===== config.mk =====
export PLATFORM = sky130hd
export DESIGN_NAME = prg_gateway
export DESIGN_NICKNAME = d
export VERILOG_FILES = /design/src/hw/prg_pkg.sv /design/src/hw/prg_gateway.sv /design/src/hw/prg_status_xlate.sv
export SDC_FILE = /design/constraint.sdc
export NUM_CORES = 1
export LEC_CHECK = 0
export BUFFER_PORTS_ARGS = -buffer_cell sky130_fd_sc_hd__buf_2
export CORE_MARGIN = 1.5
export CORE_UTILIZATION = 50
export CTS_CLUSTER_DIAMETER = 200
export DETAILED_ROUTE_END_ITERATION = 10
export MAX_ROUTING_LAYER = met4
export PLACE_DENSITY = 0.86
export SLEW_MARGIN = 40
export SYNTH_ARGS = -nofsm -noshare
export SYNTH_HDL_FRONTEND = slang
export SYNTH_SLANG_ARGS = --single-unit

===== constraint.sdc =====
create_clock -name clk -period 4.5 [get_ports clk]
set_input_delay 0.45 -clock clk [delete_from_list [all_inputs] [get_ports clk]]
set_output_delay 0.45 -clock clk [all_outputs]
set_load 0.01 [all_outputs]

===== src/hw/prg_pkg.sv =====
// Constants shared by the parameter record gateway and its status translator.
// Assumes one 100 MHz clock and a synchronous active-high reset.
package prg_pkg;

  localparam logic [7:0] CLASS_PARAM = 8'h66;
  localparam int INSTANCE_COUNT = 256;
  localparam logic [7:0] SVC_FETCH = 8'h32;
  localparam logic [7:0] SVC_STORE = 8'h33;
  localparam logic [2:0] LEN_BYTES = 3'h4;
  localparam logic [2:0] LEN_LAST_IDX = 3'h3;

  // CIP general status codes.
  localparam logic [7:0] CIP_SUCCESS = 8'h00;
  localparam logic [7:0] CIP_RESOURCE_UNAVAIL = 8'h02;
  localparam logic [7:0] CIP_INVALID_PARAM_VAL = 8'h03;
  localparam logic [7:0] CIP_PATH_UNKNOWN = 8'h05;
  localparam logic [7:0] CIP_PARTIAL = 8'h06;
  localparam logic [7:0] CIP_SVC_UNSUPPORTED = 8'h08;
  localparam logic [7:0] CIP_INVALID_ATTR_VAL = 8'h09;
  localparam logic [7:0] CIP_OBJ_STATE = 8'h0c;
  localparam logic [7:0] CIP_NOT_SETTABLE = 8'h0e;
  localparam logic [7:0] CIP_PRIVILEGE = 8'h0f;
  localparam logic [7:0] CIP_DEV_STATE = 8'h10;
  localparam logic [7:0] CIP_ATTR_UNSUPPORTED = 8'h14;
  localparam logic [7:0] CIP_TOO_MUCH = 8'h15;
  localparam logic [7:0] CIP_NO_OBJECT = 8'h16;
  localparam logic [7:0] CIP_EMBEDDED = 8'h1e;
  localparam logic [7:0] CIP_VENDOR = 8'h1f;
  localparam logic [7:0] CIP_INVALID_PARAM = 8'h20;
  localparam logic [7:0] CIP_MSG_FORMAT = 8'h24;
  localparam logic [7:0] CIP_MEMBER_NOT_SET = 8'h29;
  localparam logic [7:0] CIP_NOT_GETTABLE = 8'h2c;

  // Record-side error class codes.
  localparam logic [7:0] REC_OK = 8'h00;
  localparam logic [7:0] REC_BUSY = 8'ha7;
  localparam logic [7:0] REC_NOT_SUPPORTED = 8'ha9;
  localparam logic [7:0] REC_BAD_INDEX = 8'hb0;
  localparam logic [7:0] REC_WRITE_LEN = 8'hb1;
  localparam logic [7:0] REC_BAD_SLOT = 8'hb2;
  localparam logic [7:0] REC_TYPE_CONFLICT = 8'hb3;
  localparam logic [7:0] REC_BAD_AREA = 8'hb4;
  localparam logic [7:0] REC_STATE_CONFLICT = 8'hb5;
  localparam logic [7:0] REC_ACCESS_DENIED = 8'hb6;
  localparam logic [7:0] REC_BAD_RANGE = 8'hb7;
  localparam logic [7:0] REC_BAD_PARAM = 8'hb8;
  localparam logic [7:0] REC_BAD_TYPE = 8'hb9;
  localparam logic [7:0] REC_READ_CONSTRAIN = 8'hc0;
  localparam logic [7:0] REC_WRITE_CONSTRAIN = 8'hc1;
  localparam logic [7:0] REC_RES_BUSY = 8'hc2;
  localparam logic [7:0] REC_RES_UNAVAIL = 8'hc3;
  localparam logic [7:0] REC_BAD_STRUCT = 8'he0;
  localparam logic [7:0] REC_BAD_USER_PARAM = 8'he1;

  typedef enum {
    ST_IDLE, ST_LEN, ST_ISSUE, ST_WDATA, ST_WAIT, ST_RDATA, ST_DRAIN, ST_RESP
  } prg_state_e;

  // Shifts one byte into a big-endian length accumulator.
  function automatic logic [31:0] shiftLen(input logic [31:0] acc, input logic [7:0] b);
    return {acc[23:0], b};
  endfunction

endpackage


===== src/hw/prg_gateway.sv =====
// Parameter record gateway: turns CIP explicit requests on the parameter object
// into record fetch/store accesses and returns CIP status and data.
// Assumes the client side and the record side both use valid/ready handshakes.
// Behaviour
// - Requests go to class 0x66; instance 0..255 selects the record.
// - Fetch response gives length in bytes 0..3, record bytes from byte 4.
// - Successful store answers with status only, no payload bytes.
// - Too few request bytes answered with status 0x06, unless a foreign class (0x05) or unsupported service (0x08) is refused first.
// - Firmware activation suspends cyclic data on both sides until it completes.
// - Writable objects return to factory defaults on a new unit.
`timescale 1ns/1ps
module prg_gateway (
  input wire logic clk, // 100 MHz clock.
  input wire logic sys_rst, // Synchronous reset, active high.
  input wire logic hdrValid, // Request header offered.
  output logic hdrReady, // Header taken.
  input wire logic [7:0] hdrService, // CIP service code.
  input wire logic [7:0] hdrClass, // CIP class code.
  input wire logic [7:0] hdrInstance, // Instance, used as record index.
  input wire logic hdrEmpty, // Request has no payload bytes.
  input wire logic reqValid, // Request byte offered.
  output logic reqReady, // Request byte taken.
  input wire logic [7:0] reqData, // Request byte.
  input wire logic reqLast, // Final request byte.
  output logic rspByteValid, // Response data byte valid.
  input wire logic rspByteReady, // Client takes response byte.
  output logic [7:0] rspByte, // Response data byte.
  output logic rspValid, // Response status valid, ends a transaction.
  input wire logic rspReady, // Client takes status.
  output logic [7:0] rspStatus, // CIP general status.
  output logic recReqValid, // Record access request.
  input wire logic recReqReady, // Record side takes request.
  output logic recReqStore, // 1 store service, 0 fetch service.
  output logic [7:0] recIndex, // Record index.
  output logic [31:0] recLength, // Fetched or stored byte count.
  output logic recAbort, // Pulse: cancel an incomplete store.
  output logic recWrValid, // Store byte valid.
  input wire logic recWrReady, // Record side takes store byte.
  output logic [7:0] recWrData, // Store byte.
  input wire logic recRspValid, // Record reply valid.
  output logic recRspReady, // Reply taken.
  input wire logic [7:0] fieldbusErrorClassCode, // Record reply error code.
  input wire logic [31:0] recRspLength, // Fetched byte count in reply.
  input wire logic recRdValid, // Fetched byte valid.
  output logic recRdReady, // Fetched byte taken.
  input wire logic [7:0] recRdData, // Fetched byte.
  input wire logic fwActivateStart, // Pulse: firmware activation begins.
  input wire logic fwActivateDone, // Pulse: firmware activation finished.
  input wire logic factoryRestore, // Pulse: restore factory settings.
  output logic cyclicHoldNetA, // Suspend cyclic data, network side A.
  output logic cyclicHoldNetB, // Suspend cyclic data, network side B.
  output logic loadDefaults // Pulse: writable objects to factory values.
);

  prg_pkg::prg_state_e state_ff, nxt_state;
  logic [31:0] len_ff, nxt_len;
  logic [31:0] cnt_ff, nxt_cnt;
  logic [2:0] idx_ff, nxt_idx;
  logic store_ff, nxt_store;
  logic [7:0] index_ff, nxt_index;
  logic [7:0] status_ff, nxt_status;
  logic [7:0] wrByte_ff, nxt_wrByte;
  logic wrValid_ff, nxt_wrValid;
  logic [7:0] outByte_ff, nxt_outByte;
  logic outValid_ff, nxt_outValid;
  logic abort_ff, nxt_abort;
  logic hold_ff, nxt_hold;
  logic dflt_ff, nxt_dflt;
  logic [7:0] xlated;
  logic lenAccept;
  logic wrAccept;
  logic wrSlot;
  logic outSlot;

  prg_status_xlate u_xlate (
    .errCode(fieldbusErrorClassCode),
    .cipStatus(xlated)
  );

  assign hdrReady = (state_ff == prg_pkg::ST_IDLE);
  assign wrSlot = !wrValid_ff || recWrReady;
  assign outSlot = !outValid_ff || rspByteReady;
  assign lenAccept = (state_ff == prg_pkg::ST_LEN) && reqValid;
  assign wrAccept = (state_ff == prg_pkg::ST_WDATA) && reqValid && wrSlot && cnt_ff != 32'h0;
  assign reqReady = lenAccept || wrAccept || (state_ff == prg_pkg::ST_DRAIN);
  assign recRspReady = (state_ff == prg_pkg::ST_WAIT);
  assign recRdReady = (state_ff == prg_pkg::ST_RDATA) && idx_ff == prg_pkg::LEN_BYTES
                      && cnt_ff != 32'h0 && outSlot;
  assign recReqValid = (state_ff == prg_pkg::ST_ISSUE);
  assign recReqStore = store_ff;
  assign recIndex = index_ff;
  assign recLength = len_ff;
  assign recAbort = abort_ff;
  assign recWrValid = wrValid_ff;
  assign recWrData = wrByte_ff;
  assign rspByteValid = outValid_ff;
  assign rspByte = outByte_ff;
  assign rspValid = (state_ff == prg_pkg::ST_RESP);
  assign rspStatus = status_ff;
  assign cyclicHoldNetA = hold_ff;
  assign cyclicHoldNetB = hold_ff;
  assign loadDefaults = dflt_ff;

  always_comb begin
    nxt_state = state_ff;
    nxt_len = len_ff;
    nxt_cnt = cnt_ff;
    nxt_idx = idx_ff;
    nxt_store = store_ff;
    nxt_index = index_ff;
    nxt_status = status_ff;
    nxt_wrByte = wrByte_ff;
    nxt_wrValid = wrValid_ff && !recWrReady;
    nxt_outByte = outByte_ff;
    nxt_outValid = outValid_ff && !rspByteReady;
    nxt_abort = 1'b0;
    case (state_ff)
      prg_pkg::ST_IDLE: begin
        if (hdrValid) begin
          nxt_store = (hdrService == prg_pkg::SVC_STORE);
          nxt_index = hdrInstance;
          nxt_len = 32'h0;
          nxt_idx = 3'h0;
          if (hdrClass != prg_pkg::CLASS_PARAM) begin
            nxt_status = prg_pkg::CIP_PATH_UNKNOWN;
            nxt_state = hdrEmpty ? prg_pkg::ST_RESP : prg_pkg::ST_DRAIN;
          end else if (hdrService != prg_pkg::SVC_FETCH
                       && hdrService != prg_pkg::SVC_STORE) begin
            nxt_status = prg_pkg::CIP_SVC_UNSUPPORTED;
            nxt_state = hdrEmpty ? prg_pkg::ST_RESP : prg_pkg::ST_DRAIN;
          end else if (hdrEmpty) begin
            nxt_status = prg_pkg::CIP_PARTIAL;
            nxt_state = prg_pkg::ST_RESP;
          end else begin
            nxt_state = prg_pkg::ST_LEN;
          end
        end
      end
      prg_pkg::ST_LEN: begin
        if (reqValid) begin
          nxt_len = prg_pkg::shiftLen(len_ff, reqData);
          nxt_idx = idx_ff + 3'h1;
          nxt_cnt = nxt_len;
          if (idx_ff != prg_pkg::LEN_LAST_IDX) begin
            if (reqLast) begin
              nxt_status = prg_pkg::CIP_PARTIAL;
              nxt_state = prg_pkg::ST_RESP;
            end
          end else if (store_ff && reqLast && nxt_len != 32'h0) begin
            nxt_status = prg_pkg::CIP_PARTIAL;
            nxt_state = prg_pkg::ST_RESP;
          end else if (!reqLast && !(store_ff && nxt_len != 32'h0)) begin
            nxt_status = prg_pkg::CIP_TOO_MUCH;
            nxt_state = prg_pkg::ST_DRAIN;
          end else begin
            nxt_state = prg_pkg::ST_ISSUE;
          end
        end
      end
      prg_pkg::ST_ISSUE: begin
        if (recReqReady) begin
          nxt_state = (store_ff && len_ff != 32'h0) ? prg_pkg::ST_WDATA : prg_pkg::ST_WAIT;
        end
      end
      prg_pkg::ST_WDATA: begin
        if (wrAccept) begin
          nxt_wrByte = reqData;
          nxt_wrValid = 1'b1;
          nxt_cnt = cnt_ff - 32'h1;
          if (cnt_ff == 32'h1 && !reqLast) begin
            nxt_abort = 1'b1;
            nxt_wrValid = 1'b0;
            nxt_status = prg_pkg::CIP_TOO_MUCH;
            nxt_state = prg_pkg::ST_DRAIN;
          end else if (cnt_ff != 32'h1 && reqLast) begin
            // The record side already took the store access and any earlier bytes, so it is cancelled.
            nxt_abort = 1'b1;
            nxt_wrValid = 1'b0;
            nxt_status = prg_pkg::CIP_PARTIAL;
            nxt_state = prg_pkg::ST_RESP;
          end
        end else if (cnt_ff == 32'h0 && !wrValid_ff) begin
          nxt_state = prg_pkg::ST_WAIT;
        end
      end
      prg_pkg::ST_WAIT: begin
        if (recRspValid) begin
          nxt_status = xlated;
          nxt_idx = 3'h0;
          if (fieldbusErrorClassCode == prg_pkg::REC_OK && !store_ff) begin
            nxt_len = recRspLength;
            nxt_cnt = recRspLength;
            nxt_state = prg_pkg::ST_RDATA;
          end else begin
            nxt_state = prg_pkg::ST_RESP;
          end
        end
      end
      prg_pkg::ST_RDATA: begin
        if (outSlot && idx_ff != prg_pkg::LEN_BYTES) begin
          nxt_outByte = len_ff[31:24];
          nxt_len = {len_ff[23:0], 8'h0};
          nxt_outValid = 1'b1;
          nxt_idx = idx_ff + 3'h1;
        end else if (recRdReady && recRdValid) begin
          nxt_outByte = recRdData;
          nxt_outValid = 1'b1;
          nxt_cnt = cnt_ff - 32'h1;
        end else if (idx_ff == prg_pkg::LEN_BYTES && cnt_ff == 32'h0 && !outValid_ff) begin
          nxt_state = prg_pkg::ST_RESP;
        end
      end
      prg_pkg::ST_DRAIN: begin
        if (reqValid && reqLast) begin
          nxt_state = prg_pkg::ST_RESP;
        end
      end
      prg_pkg::ST_RESP: begin
        if (rspReady) begin
          nxt_state = prg_pkg::ST_IDLE;
        end
      end
      default: nxt_state = prg_pkg::ST_IDLE;
    endcase
  end

  always_comb begin
    // A start arriving with a done keeps the hold, so no activation is missed.
    nxt_hold = fwActivateStart || (hold_ff && !fwActivateDone);
    nxt_dflt = factoryRestore;
  end

  always_ff @(posedge clk) begin
    if (sys_rst) begin
      state_ff <= prg_pkg::ST_IDLE;
      len_ff <= 32'h0;
      cnt_ff <= 32'h0;
      idx_ff <= 3'h0;
      store_ff <= 1'b0;
      index_ff <= 8'h0;
      status_ff <= 8'h0;
      wrByte_ff <= 8'h0;
      wrValid_ff <= 1'b0;
      outByte_ff <= 8'h0;
      outValid_ff <= 1'b0;
      abort_ff <= 1'b0;
      hold_ff <= 1'b0;
      // A fresh unit comes out of reset loading factory values.
      dflt_ff <= 1'b1;
    end else begin
      state_ff <= nxt_state;
      len_ff <= nxt_len;
      cnt_ff <= nxt_cnt;
      idx_ff <= nxt_idx;
      store_ff <= nxt_store;
      index_ff <= nxt_index;
      status_ff <= nxt_status;
      wrByte_ff <= nxt_wrByte;
      wrValid_ff <= nxt_wrValid;
      outByte_ff <= nxt_outByte;
      outValid_ff <= nxt_outValid;
      abort_ff <= nxt_abort;
      hold_ff <= nxt_hold;
      dflt_ff <= nxt_dflt;
    end
  end

endmodule


===== src/hw/prg_status_xlate.sv =====
// Translation of record-side error class codes into CIP general status.
// Purely combinational; the caller registers the result.
`timescale 1ns/1ps
module prg_status_xlate (
  input wire logic [7:0] errCode, // Record-side error class code.
  output logic [7:0] cipStatus // Matching CIP general status.
);

  always_comb begin
    case (errCode)
      prg_pkg::REC_OK: cipStatus = prg_pkg::CIP_SUCCESS;
      prg_pkg::REC_BUSY: cipStatus = prg_pkg::CIP_EMBEDDED;
      prg_pkg::REC_NOT_SUPPORTED: cipStatus = prg_pkg::CIP_ATTR_UNSUPPORTED;
      prg_pkg::REC_BAD_INDEX: cipStatus = prg_pkg::CIP_INVALID_ATTR_VAL;
      prg_pkg::REC_WRITE_LEN: cipStatus = prg_pkg::CIP_TOO_MUCH;
      prg_pkg::REC_BAD_SLOT: cipStatus = prg_pkg::CIP_PATH_UNKNOWN;
      prg_pkg::REC_TYPE_CONFLICT: cipStatus = prg_pkg::CIP_NOT_SETTABLE;
      prg_pkg::REC_BAD_AREA: cipStatus = prg_pkg::CIP_NO_OBJECT;
      prg_pkg::REC_STATE_CONFLICT: cipStatus = prg_pkg::CIP_DEV_STATE;
      prg_pkg::REC_ACCESS_DENIED: cipStatus = prg_pkg::CIP_PRIVILEGE;
      prg_pkg::REC_BAD_RANGE: cipStatus = prg_pkg::CIP_INVALID_PARAM;
      prg_pkg::REC_BAD_PARAM: cipStatus = prg_pkg::CIP_INVALID_PARAM;
      prg_pkg::REC_BAD_TYPE: cipStatus = prg_pkg::CIP_MEMBER_NOT_SET;
      prg_pkg::REC_READ_CONSTRAIN: cipStatus = prg_pkg::CIP_NOT_GETTABLE;
      prg_pkg::REC_WRITE_CONSTRAIN: cipStatus = prg_pkg::CIP_NOT_SETTABLE;
      prg_pkg::REC_RES_BUSY: cipStatus = prg_pkg::CIP_OBJ_STATE;
      prg_pkg::REC_RES_UNAVAIL: cipStatus = prg_pkg::CIP_RESOURCE_UNAVAIL;
      prg_pkg::REC_BAD_STRUCT: cipStatus = prg_pkg::CIP_MSG_FORMAT;
      prg_pkg::REC_BAD_USER_PARAM: cipStatus = prg_pkg::CIP_INVALID_PARAM_VAL;
      default: cipStatus = prg_pkg::CIP_VENDOR;
    endcase
  end

endmodule


==> results of run 1 <==
-- layer usage --
layer  up-vias  part of all wire  track usage
li1       3289                 -            -
met4         0             0.016       0.0955
met2       383              0.46        0.458
met5         -                 0            -
met1      3223              0.43        0.391
met3        29             0.096       0.0606
-- stage by stage --
stage	setup slack, ns	utilization
6_report	1.30	0.610
5_1_grt	0.979	0.610
4_1_cts	1.33	0.610
3_5_place_dp	1.47	0.584
3_3_place_gp	1.51	0.584
2_1_floorplan	1.73	-
-- sequential cells by signal, indices dropped and copies added (netlist names), 3 cells and up --
name / cells
cnt_ff: 32
idx_ff: 3
recIndex: 8
recLength: 32
recWrData: 8
rspByte: 8
rspStatus: 6
state_ff: 3
-- area by class of cell --
cell class / instances / area share
well taps: 168 / 0.0284
multi-input cells: 631 / 0.512
clock inverters: 5 / 0.00709
repair buffers: 178 / 0.124
flip-flops and latches: 106 / 0.286
clock buffers: 11 / 0.0341
inverters: 18 / 0.00911
-- worst min-delay path by stage --
stage / slack, ns / start / endpoint / cells past startpoint
floorplan: 0.45 / cnt_ff[14] / cnt_ff[14] / 2
detailed placement: 0.45 / recWrData[3] / recWrData[3] / 2
global route: 0.27 / factoryRestore / loadDefaults / 2
CTS: 0.27 / factoryRestore / loadDefaults / 2
global placement: 0.44 / recWrData[3] / recWrData[3] / 2
finish: 0.27 / factoryRestore / loadDefaults / 2
-- Yosys cell counts, types with 17 or more instances --
cell type	count	area [um^2]
a211oi_1	40	300
a21oi_1	64	320
a22oi_1	45	338
clkbuf_1	47	176
dfxtp_1	106	2120
inv_1	17	63.8
nand2_1	88	330
nand3_1	23	115
nor2_1	107	402
nor3_1	23	115
nor4_1	17	106
o21ai_0	43	215
-- power breakdown --
part | leakage, uW | internal [uW] | switching, uW
combinational | 0.00195 | 1050 | 1740
sequential | 0.000867 | 1230 | 420
clock | 0.000151 | 459 | 362
total | 0.00297 | 2740 | 2520
-- cell families after synthesis --
group / count (synthesis) / synth area share
fa+ha+maj: 8 / 0.0155
buf+inv: 86 / 0.0623
mux: 6 / 0.00955
simple gates: 333 / 0.258
xor+xnor: 11 / 0.0153
flops: 106 / 0.338
compound gates: 271 / 0.301
other cells: 1 / 0.000596
==> results by group, run 1 <==
Drt
  – Iter 0 DRT Violations: 831
  – Vias: 6,924
  – Via/cell ratio: 6.20
  – Antenna Nets Post-Route: 0
  – Drc violations: 0
  – Drt pass-1 iters: 6
  – Avg WL per Cell: roughly 17 um
  – Routed WL: 19,300 um

Critical path
  – Max stage delay on crit path: roughly 0.49 ns
  – Critical path, cell by cell: nor4_2 -> nand4_1 -> nor3_1 -> or3_1 -> o211ai_1 -> buf_2
  – CP Class: reg2out
  – Critical Path Source: cnt_ff[24]
  – CP arrival: 2.75 ns
  – CP endpoint kind: primary output
  – Worst Reg-to-Reg Cells: 12
  – CP endpoint: reqReady
  – Delay-heaviest family, CP: simple AND/OR/NAND/NOR gates
  – CP Depth: 6
  – Reg-to-Reg Start: cnt_ff[24]
  – Reg2Reg Capture Point: rspStatus[2]
  – Crit path buf inv count: 1
  – Crit-path slowest cell: nor4_2
  – Critical path launch point type: register
  – Flop2flop setup slack: 1.34 ns
  – Worst EP required: just over 4 ns
  – Crit Path Max Fanout: 13

Run
  – Max-Cap Viols: 0

Placement
  – Placed Cells: 1,101
  – Placed instance area: 7110 um^2
  – PortBufs: about 170
  – Post-DP HPWL: between 10,000 and 15,000 um
  – Routability congestion estimate: 0.944

Run status
  – Outcome: finished, final reports clean

Final layout
  – Multi-input logic area: 3790 um^2
  – Area Growth Syn to Fin: 17.9%
  – Most frequent cells in the layout: buf_2 (168), dfxtp_1 (106), nor2_1 (105)
  – Design area: 7410 um^2
  – Fill count: 1,140
  – Nets: around 1.0k
  – Commonest non-fill, non-tap cell in the layout: buf_2
  – Register Area: 2120 um^2
  – Diodes inserted: 0
  – Ratio of cells with drive above 1 in the final layout: 0.232
  – Final cell count without fillers: 1,117

Clocking
  – Clk Latency, worst-skew pair: 0.36 ns
  – Post-cts hold buffer count: 0
  – CTS Buf Count: 9
  – CTS Root Buffer Type: clkbuf_16
  – Clock tree buffer depth: 2
  – Post_cts resized: 0
  – Sink Count: 106
  – CTS clk-pin slew, worst paths: 0.08 ns
  – CTS tree: built
  – Setup bufs post-CTS: 0
  – H-tree depth: 3

STA
  – RSZ-0062 raised after global routing: false
  – Fin Setup TNS: 0 ns
  – Hold Violations, Final: 0
  – Worst hold margin: 0.275 ns
  – Slew HR: 0.458
  – Worst-Margin Slew: 0.813 ns
  – Peak Freq: 312 MHz
  – Tmin final: 3.20 ns
  – Layout Skew: 0.0122 ns
  – Final Cycle Share: 0.711
  – Final setup viols: 0
  – Final Max Slew Viols: 0

Logic synthesis
  – Synth Register Bits: 106
  – Cell variety after synth: 72
  – Ys Warns: 0
  – Syn Area/Cell: about 7.6 um^2
  – Synth Instances: between 800 and 900
  – Ys async rst share: 0
  – Register area share after synthesis: 0.338
  – Number of synthesized flops with an enable pin: 0
  – Post-Syn Area: 6290 um^2
  – Synth Flop Type: dfxtp_1

Worst hold path
  – Hold Path Class: in2reg

Floorplanning
  – Io pins: 172
  – DIE HEIGHT: 115 um
  – Die area: 13,300 um^2
  – Core area: 12,200 um^2
  – Site Rows: 40
  – Die X-Extent: 115 um
  – Initial Util: 0.517

Power
  – Total power: 5260 uW
  – Power per cell area: 710 nW/um^2
  – LEAKAGE: 0.00297 uW
  – Worst VDD drop: ~0.38 mV

GRT
  – Vias in the first global route: 6,194
  – GR Overflow Total: 0
  – Initial antenna violation count: 0
  – First-pass GRT wire length: slightly above 30,000 um
  – GRT Total Usage: 0.297
  – Largest net degree at the start of global routing: 70
No activity file was read; power rests on OpenSTA's default activity.
==> run 2, diff against run 1 <==
==> constraint.sdc (replaced) <==
create_clock -name clk -period 3.2 [get_ports clk]
set_input_delay 0.32 -clock clk [delete_from_list [all_inputs] [get_ports clk]]
set_output_delay 0.32 -clock clk [all_outputs]
set_load 0.01 [all_outputs]
==> results by group, run 2 (synthesized netlist as in run 1, its figures left out) <==
Drt
  – Routed WL: 19,200 um (was 19,300 um)
  – Avg WL per Cell: 16.9 um (was 17.3 um)
  – Iter 0 DRT Violations: 833 (was 831)
  – Drt pass-1 iters: 5 (was 6)
  – Via/cell ratio: 6.16 (was 6.20)
  – Antenna Nets Post-Route: 0 (unchanged)
  – Drc violations: 0 (unchanged)
  – Vias: 7,010 (was 6,924)

Power
  – Total power: 7720 uW (was 5260 uW)
  – LEAKAGE: 0.00307 uW (was 0.00297 uW)
  – Power per cell area: 1010 nW/um^2 (was 710 nW/um^2)
  – Worst VDD drop: 0.568 mV (was 0.381 mV)

Floorplanning
  – Site Rows: 40 (unchanged)
  – Io pins: 172 (unchanged)
  – Initial Util: 0.517 (unchanged)
  – DIE HEIGHT: 115 um (unchanged)
  – Die area: 13,300 um^2 (unchanged)
  – Core area: 12,200 um^2 (unchanged)
  – Die X-Extent: 115 um (unchanged)

Placement
  – Routability congestion estimate: 0.953 (was 0.944)
  – PortBufs: 169 (unchanged)
  – Post-DP HPWL: 14,200 um (was 13,800 um)

Critical path
  – Crit-path slowest cell: or3_1 (was nor4_2)
  – Max stage delay on crit path: 0.48 ns (was 0.49 ns)
  – Delay-heaviest family, CP: simple AND/OR/NAND/NOR gates (unchanged)
  – CP endpoint kind: primary output (unchanged)
  – Critical Path Source: cnt_ff[18] (was cnt_ff[24])
  – Crit Path Max Fanout: 13 (unchanged)
  – Critical path, cell by cell: nor4_2 -> nand4_1 -> buf_4 -> nor3_1 -> or3_1 -> o211ai_1 -> buf_2 (was nor4_2 -> nand4_1 -> nor3_1 -> or3_1 -> o211ai_1 -> buf_2)
  – Worst EP required: 2.88 ns (was 4.05 ns)
  – CP arrival: 2.67 ns (was 2.75 ns)
  – Critical path launch point type: register (unchanged)
  – Flop2flop setup slack: 0.34 ns (was 1.34 ns)
  – CP Class: reg2out (unchanged)
  – Crit path buf inv count: 2 (was 1)
  – Reg-to-Reg Start: cnt_ff[18] (was cnt_ff[24])

Worst hold path
  – Hold Path Class: in2reg (unchanged)
  – Hold Startpoint: factoryRestore (unchanged)

STA
  – Fin Setup TNS: 0 ns (unchanged)
  – Final Cycle Share: 0.933
  – RSZ-0062 raised after global routing: false (unchanged)
  – Layout Skew: 0.00881 ns (was 0.0122 ns)
  – Final setup viols: 0 (unchanged)
  – Hold Violations, Final: 0 (unchanged)
  – Final Max Slew Viols: 0 (unchanged)
  – Peak Freq: 335 MHz
  – Worst-Margin Slew: 0.701 ns (was 0.813 ns)
  – Slew HR: 0.526 (was 0.458)
  – Tmin final: 2.99 ns

Run status
  – Outcome: finished, final reports clean (unchanged)

Final layout
  – Ratio of cells with drive above 1 in the final layout: 0.248 (was 0.232)
  – Register Area: 2120 um^2 (unchanged)
  – Diodes inserted: 0 (unchanged)
  – Most frequent cells in the layout: buf_2 (168), dfxtp_1 (106), nor2_1 (105) (unchanged)
  – Nets: 1,067 (was 1,046)
  – Fill count: 1,126 (was 1,140)
  – Multi-input logic area: 3800 um^2 (was 3790 um^2)
  – Commonest non-fill, non-tap cell in the layout: buf_2 (unchanged)
  – Area Growth Syn to Fin: 21.0% (was 17.9%)

Clocking
  – CTS clk-pin slew, worst paths: 0.07 ns (was 0.08 ns)
  – CTS Root Buffer Type: clkbuf_16 (unchanged)
  – Setup bufs post-CTS: 0 (unchanged)
  – Sink Count: 106 (unchanged)
  – CTS Buf Count: 9 (unchanged)
  – Post-cts hold buffer count: 0 (unchanged)
  – Clk Latency, worst-skew pair: 0.36 ns (about the same)
  – CTS tree: built (unchanged)
  – H-tree depth: 3 (unchanged)
  – Clock tree buffer depth: 2 (unchanged)

GRT
  – GRT Total Usage: 0.302 (was 0.297)
  – Vias in the first global route: 6,352 (was 6,194)
  – Largest net degree at the start of global routing: 89 (was 70)
  – First-pass GRT wire length: 31,100 um (was 30,600 um)
  – GR Overflow Total: 0 (unchanged)
  – Initial antenna violation count: 0 (unchanged)

Run
  – Max-Cap Viols: 0 (unchanged)
-- run 2: path summary, 6_finish.rpt --
| check | to | cells after the start |
|---|---|---|
| max | reqReady | 7 |
| min | loadDefaults | 2 |
| max reg2reg | rspStatus[1] | 11 |
| min reg2reg | recWrData[5] | 2 |
-- run 2: timing repair --
item                                   4_1_cts  5_1_grt
endpoints found under the hold margin        0        0
setup endpoints to repair                    0        5
gates resized for setup                      0        3
-- run 2: area by class of cell --
cell class	instances	share of cell area
Multi-Input combinational cell	631	0.499
Tap cell	168	0.0276
Timing Repair Buffer	199	0.145
Clock buffer	12	0.0337
Inverter	18	0.00888
Clock inverter	4	0.00658
Sequential cell	106	0.279
-- run 2: metrics by stage --
stage               cell area (um^2)  hold WS [ns]  instances  worst slack (ns)   util
finish                          7610         0.146       1138             0.213  0.625
CTS                             7590         0.140       1138             0.232  0.624
floorplan                       6290         0.424        823             0.427      -
detailed placement              7290         0.445       1122             0.281  0.599
global route                    7610         0.146       1138            0.0306  0.625
global placement                7280         0.444       1122             0.417  0.599
-- run 2: report_power, final --
group	internal [uW]	switching (uW)
combinational	1710	2610
clock	648	493
sequential	1730	532
-- run 2: metal layers --
metal / track usage / vias to the layer above / part of all wire
li1: - / 3341 / -
met1: 0.388 / 3246 / 0.43
met2: 0.466 / 367 / 0.46
met3: 0.0685 / 56 / 0.084
met4: 0.108 / 0 / 0.025
met5: - / - / 0
==> run 3, diff against run 2 <==
==> constraint.sdc (replaced) <==
create_clock -name clk -period 3.85 [get_ports clk]
set_input_delay 0.385 -clock clk [delete_from_list [all_inputs] [get_ports clk]]
set_output_delay 0.385 -clock clk [all_outputs]
set_load 0.01 [all_outputs]
==> results by group, run 3 (synthesized netlist as in run 1, its figures left out) <==
Clocking
  – CTS Buf Count: 9 (unchanged)
  – Post_cts resized: 0 (unchanged)
  – CTS clk-pin slew, worst paths: 0.07 ns (about the same)
  – Post-cts hold buffer count: 0 (unchanged)
  – CTS Root Buffer Type: clkbuf_16 (unchanged)
  – Clock tree buffer depth: 2 (unchanged)
  – Sink Count: 106 (unchanged)
  – Setup bufs post-CTS: 0 (unchanged)
  – Clk Latency, worst-skew pair: 0.36 ns (about the same)
  – H-tree depth: 3 (unchanged)
  – CTS tree: built (unchanged)

STA
  – Layout Skew: 0.0126 ns (was 0.00881 ns)
  – RSZ-0062 raised after global routing: false (unchanged)
  – Tmin final: around 3.2 ns
  – Hold Violations, Final: 0 (unchanged)
  – Slew HR: 0.470 (was 0.526)
  – Worst-Margin Slew: 0.783 ns (was 0.701 ns)
  – Final Cycle Share: 0.826
  – Final setup viols: 0 (unchanged)
  – Final Max Slew Viols: 0 (unchanged)
  – Peak Freq: 314 MHz
  – Fin Setup TNS: 0 ns (unchanged)

Floorplanning
  – DIE HEIGHT: 115 um (unchanged)
  – Die area: 13,300 um^2 (unchanged)
  – Die X-Extent: 115 um (unchanged)
  – Io pins: 172 (unchanged)
  – Initial Util: 0.517 (unchanged)
  – Core area: 12,200 um^2 (unchanged)
  – Site Rows: 40 (unchanged)

Power
  – LEAKAGE: 0.00301 uW (was 0.00307 uW)
  – Power per cell area: 842 nW/um^2 (was 1010 nW/um^2)
  – Worst VDD drop: 0.486 mV (was 0.568 mV)

Final layout
  – Area Growth Syn to Fin: 19.4% (was 21.0%)
  – Ratio of cells with drive above 1 in the final layout: 0.234 (was 0.248)
  – Final core area utilization: 0.617 (was 0.625)
  – Nets: 1,050 (was 1,067)
  – Most frequent cells in the layout: buf_2 (168), dfxtp_1 (106), nor2_1 (105) (unchanged)
  – Diodes inserted: 0 (unchanged)
  – Commonest non-fill, non-tap cell in the layout: buf_2 (unchanged)

Critical path
  – Delay-heaviest family, CP: simple AND/OR/NAND/NOR gates (unchanged)
  – Crit path buf inv count: 1 (was 2)
  – Crit-path slowest cell: nor4_2 (was or3_1)
  – CP endpoint kind: primary output (unchanged)
  – CP arrival: 2.80 ns (was 2.67 ns)
  – Critical path launch point type: register (unchanged)
  – Critical path, cell by cell: nor4_2 -> nand4_1 -> nor3_1 -> or3_1 -> o211ai_1 -> buf_2 (was nor4_2 -> nand4_1 -> buf_4 -> nor3_1 -> or3_1 -> o211ai_1 -> buf_2)
  – Critical Path Source: cnt_ff[24] (was cnt_ff[18])
  – Crit Path Max Fanout: 13 (unchanged)
  – Max stage delay on crit path: 0.50 ns (was 0.48 ns)
  – Reg-to-Reg Start: cnt_ff[24] (was cnt_ff[18])
  – Worst EP required: 3.46 ns (was 2.88 ns)
  – CP Class: reg2out (unchanged)

Drt
  – Vias: 6,907 (was 7,010)
  – Drc violations: 0 (unchanged)
  – Via/cell ratio: 6.16 (about the same)
  – Antenna Nets Post-Route: 0 (unchanged)
  – Avg WL per Cell: 17.1 um (was 16.9 um)
  – Routed WL: 19,100 um (was 19,200 um)
  – Drt pass-1 iters: 8 (was 5)
  – Iter 0 DRT Violations: 796 (was 833)

Run
  – Max-Cap Viols: 0 (unchanged)

Placement
  – Post-DP HPWL: 13,800 um (was 14,200 um)
  – Routability congestion estimate: 0.931 (was 0.953)
  – PortBufs: 169 (unchanged)

GRT
  – Largest net degree at the start of global routing: 78 (was 89)
  – GRT Total Usage: 0.297 (was 0.302)
  – Met3 Track Usage GR: 0.0374 (was 0.0685)
  – Initial antenna violation count: 0 (unchanged)
  – GR Overflow Total: 0 (unchanged)
  – Vias in the first global route: 6,158 (was 6,352)
  – Met1 Usage GRT: 0.404 (was 0.388)
  – Busiest grt layer: met2 (unchanged)
  – First-pass GRT wire length: 30,700 um (was 31,100 um)
  – M2 GR Usage: 0.456 (was 0.466)

Worst hold path
  – Hold Startpoint: factoryRestore (unchanged)
  – Hold Path Class: in2reg (unchanged)

Run status
  – Outcome: finished, final reports clean (unchanged)
## run 3: layout make-up
type	count	area [um^2]
repair buffers	182	962
well taps	168	210
flip-flops and latches	106	2120
clock inverters	6	114
inverters	18	67.6
fillers	1118	4660
multi-input cells	631	3800
clock buffers	10	229
## run 3: power breakdown
group	total, uW	switching [uW]	internal [uW]
registers	1910	472	1440
logic	3340	2070	1260
clock network	1070	432	640
## run 3: routing by layer
layer	routed length, um	up-vias
li1	-	3303
met1	8440	3187
met2	8720	383
met3	1600	34
met4	379	0
met5	0	-
## run 3: metrics by stage
stage               hold slack [ns]  setup slack [ns]  power, uW  instances  instance area [um^2]
global placement              0.443             0.922       5100       1105                  7140
detailed placement            0.448             0.814       5170       1105                  7160
global route                  0.208             0.353       6770       1121                  7510
floorplan                     0.449              1.08       4220        823                  6290
CTS                           0.201             0.722       6250       1121                  7500
finish                        0.208             0.670       6320       1121                  7510
## run 3: final timing paths
| kind | end | cells after the start | slack [ns] |
|---|---|---|---|
| worst min-delay path | loadDefaults | 2 | 0.21 |
| worst min register to register | recIndex[1] | 2 | 0.45 |
| worst max register to register | rspStatus[0] | 12 | 0.74 |
| worst max-delay path | reqReady | 6 | 0.67 |
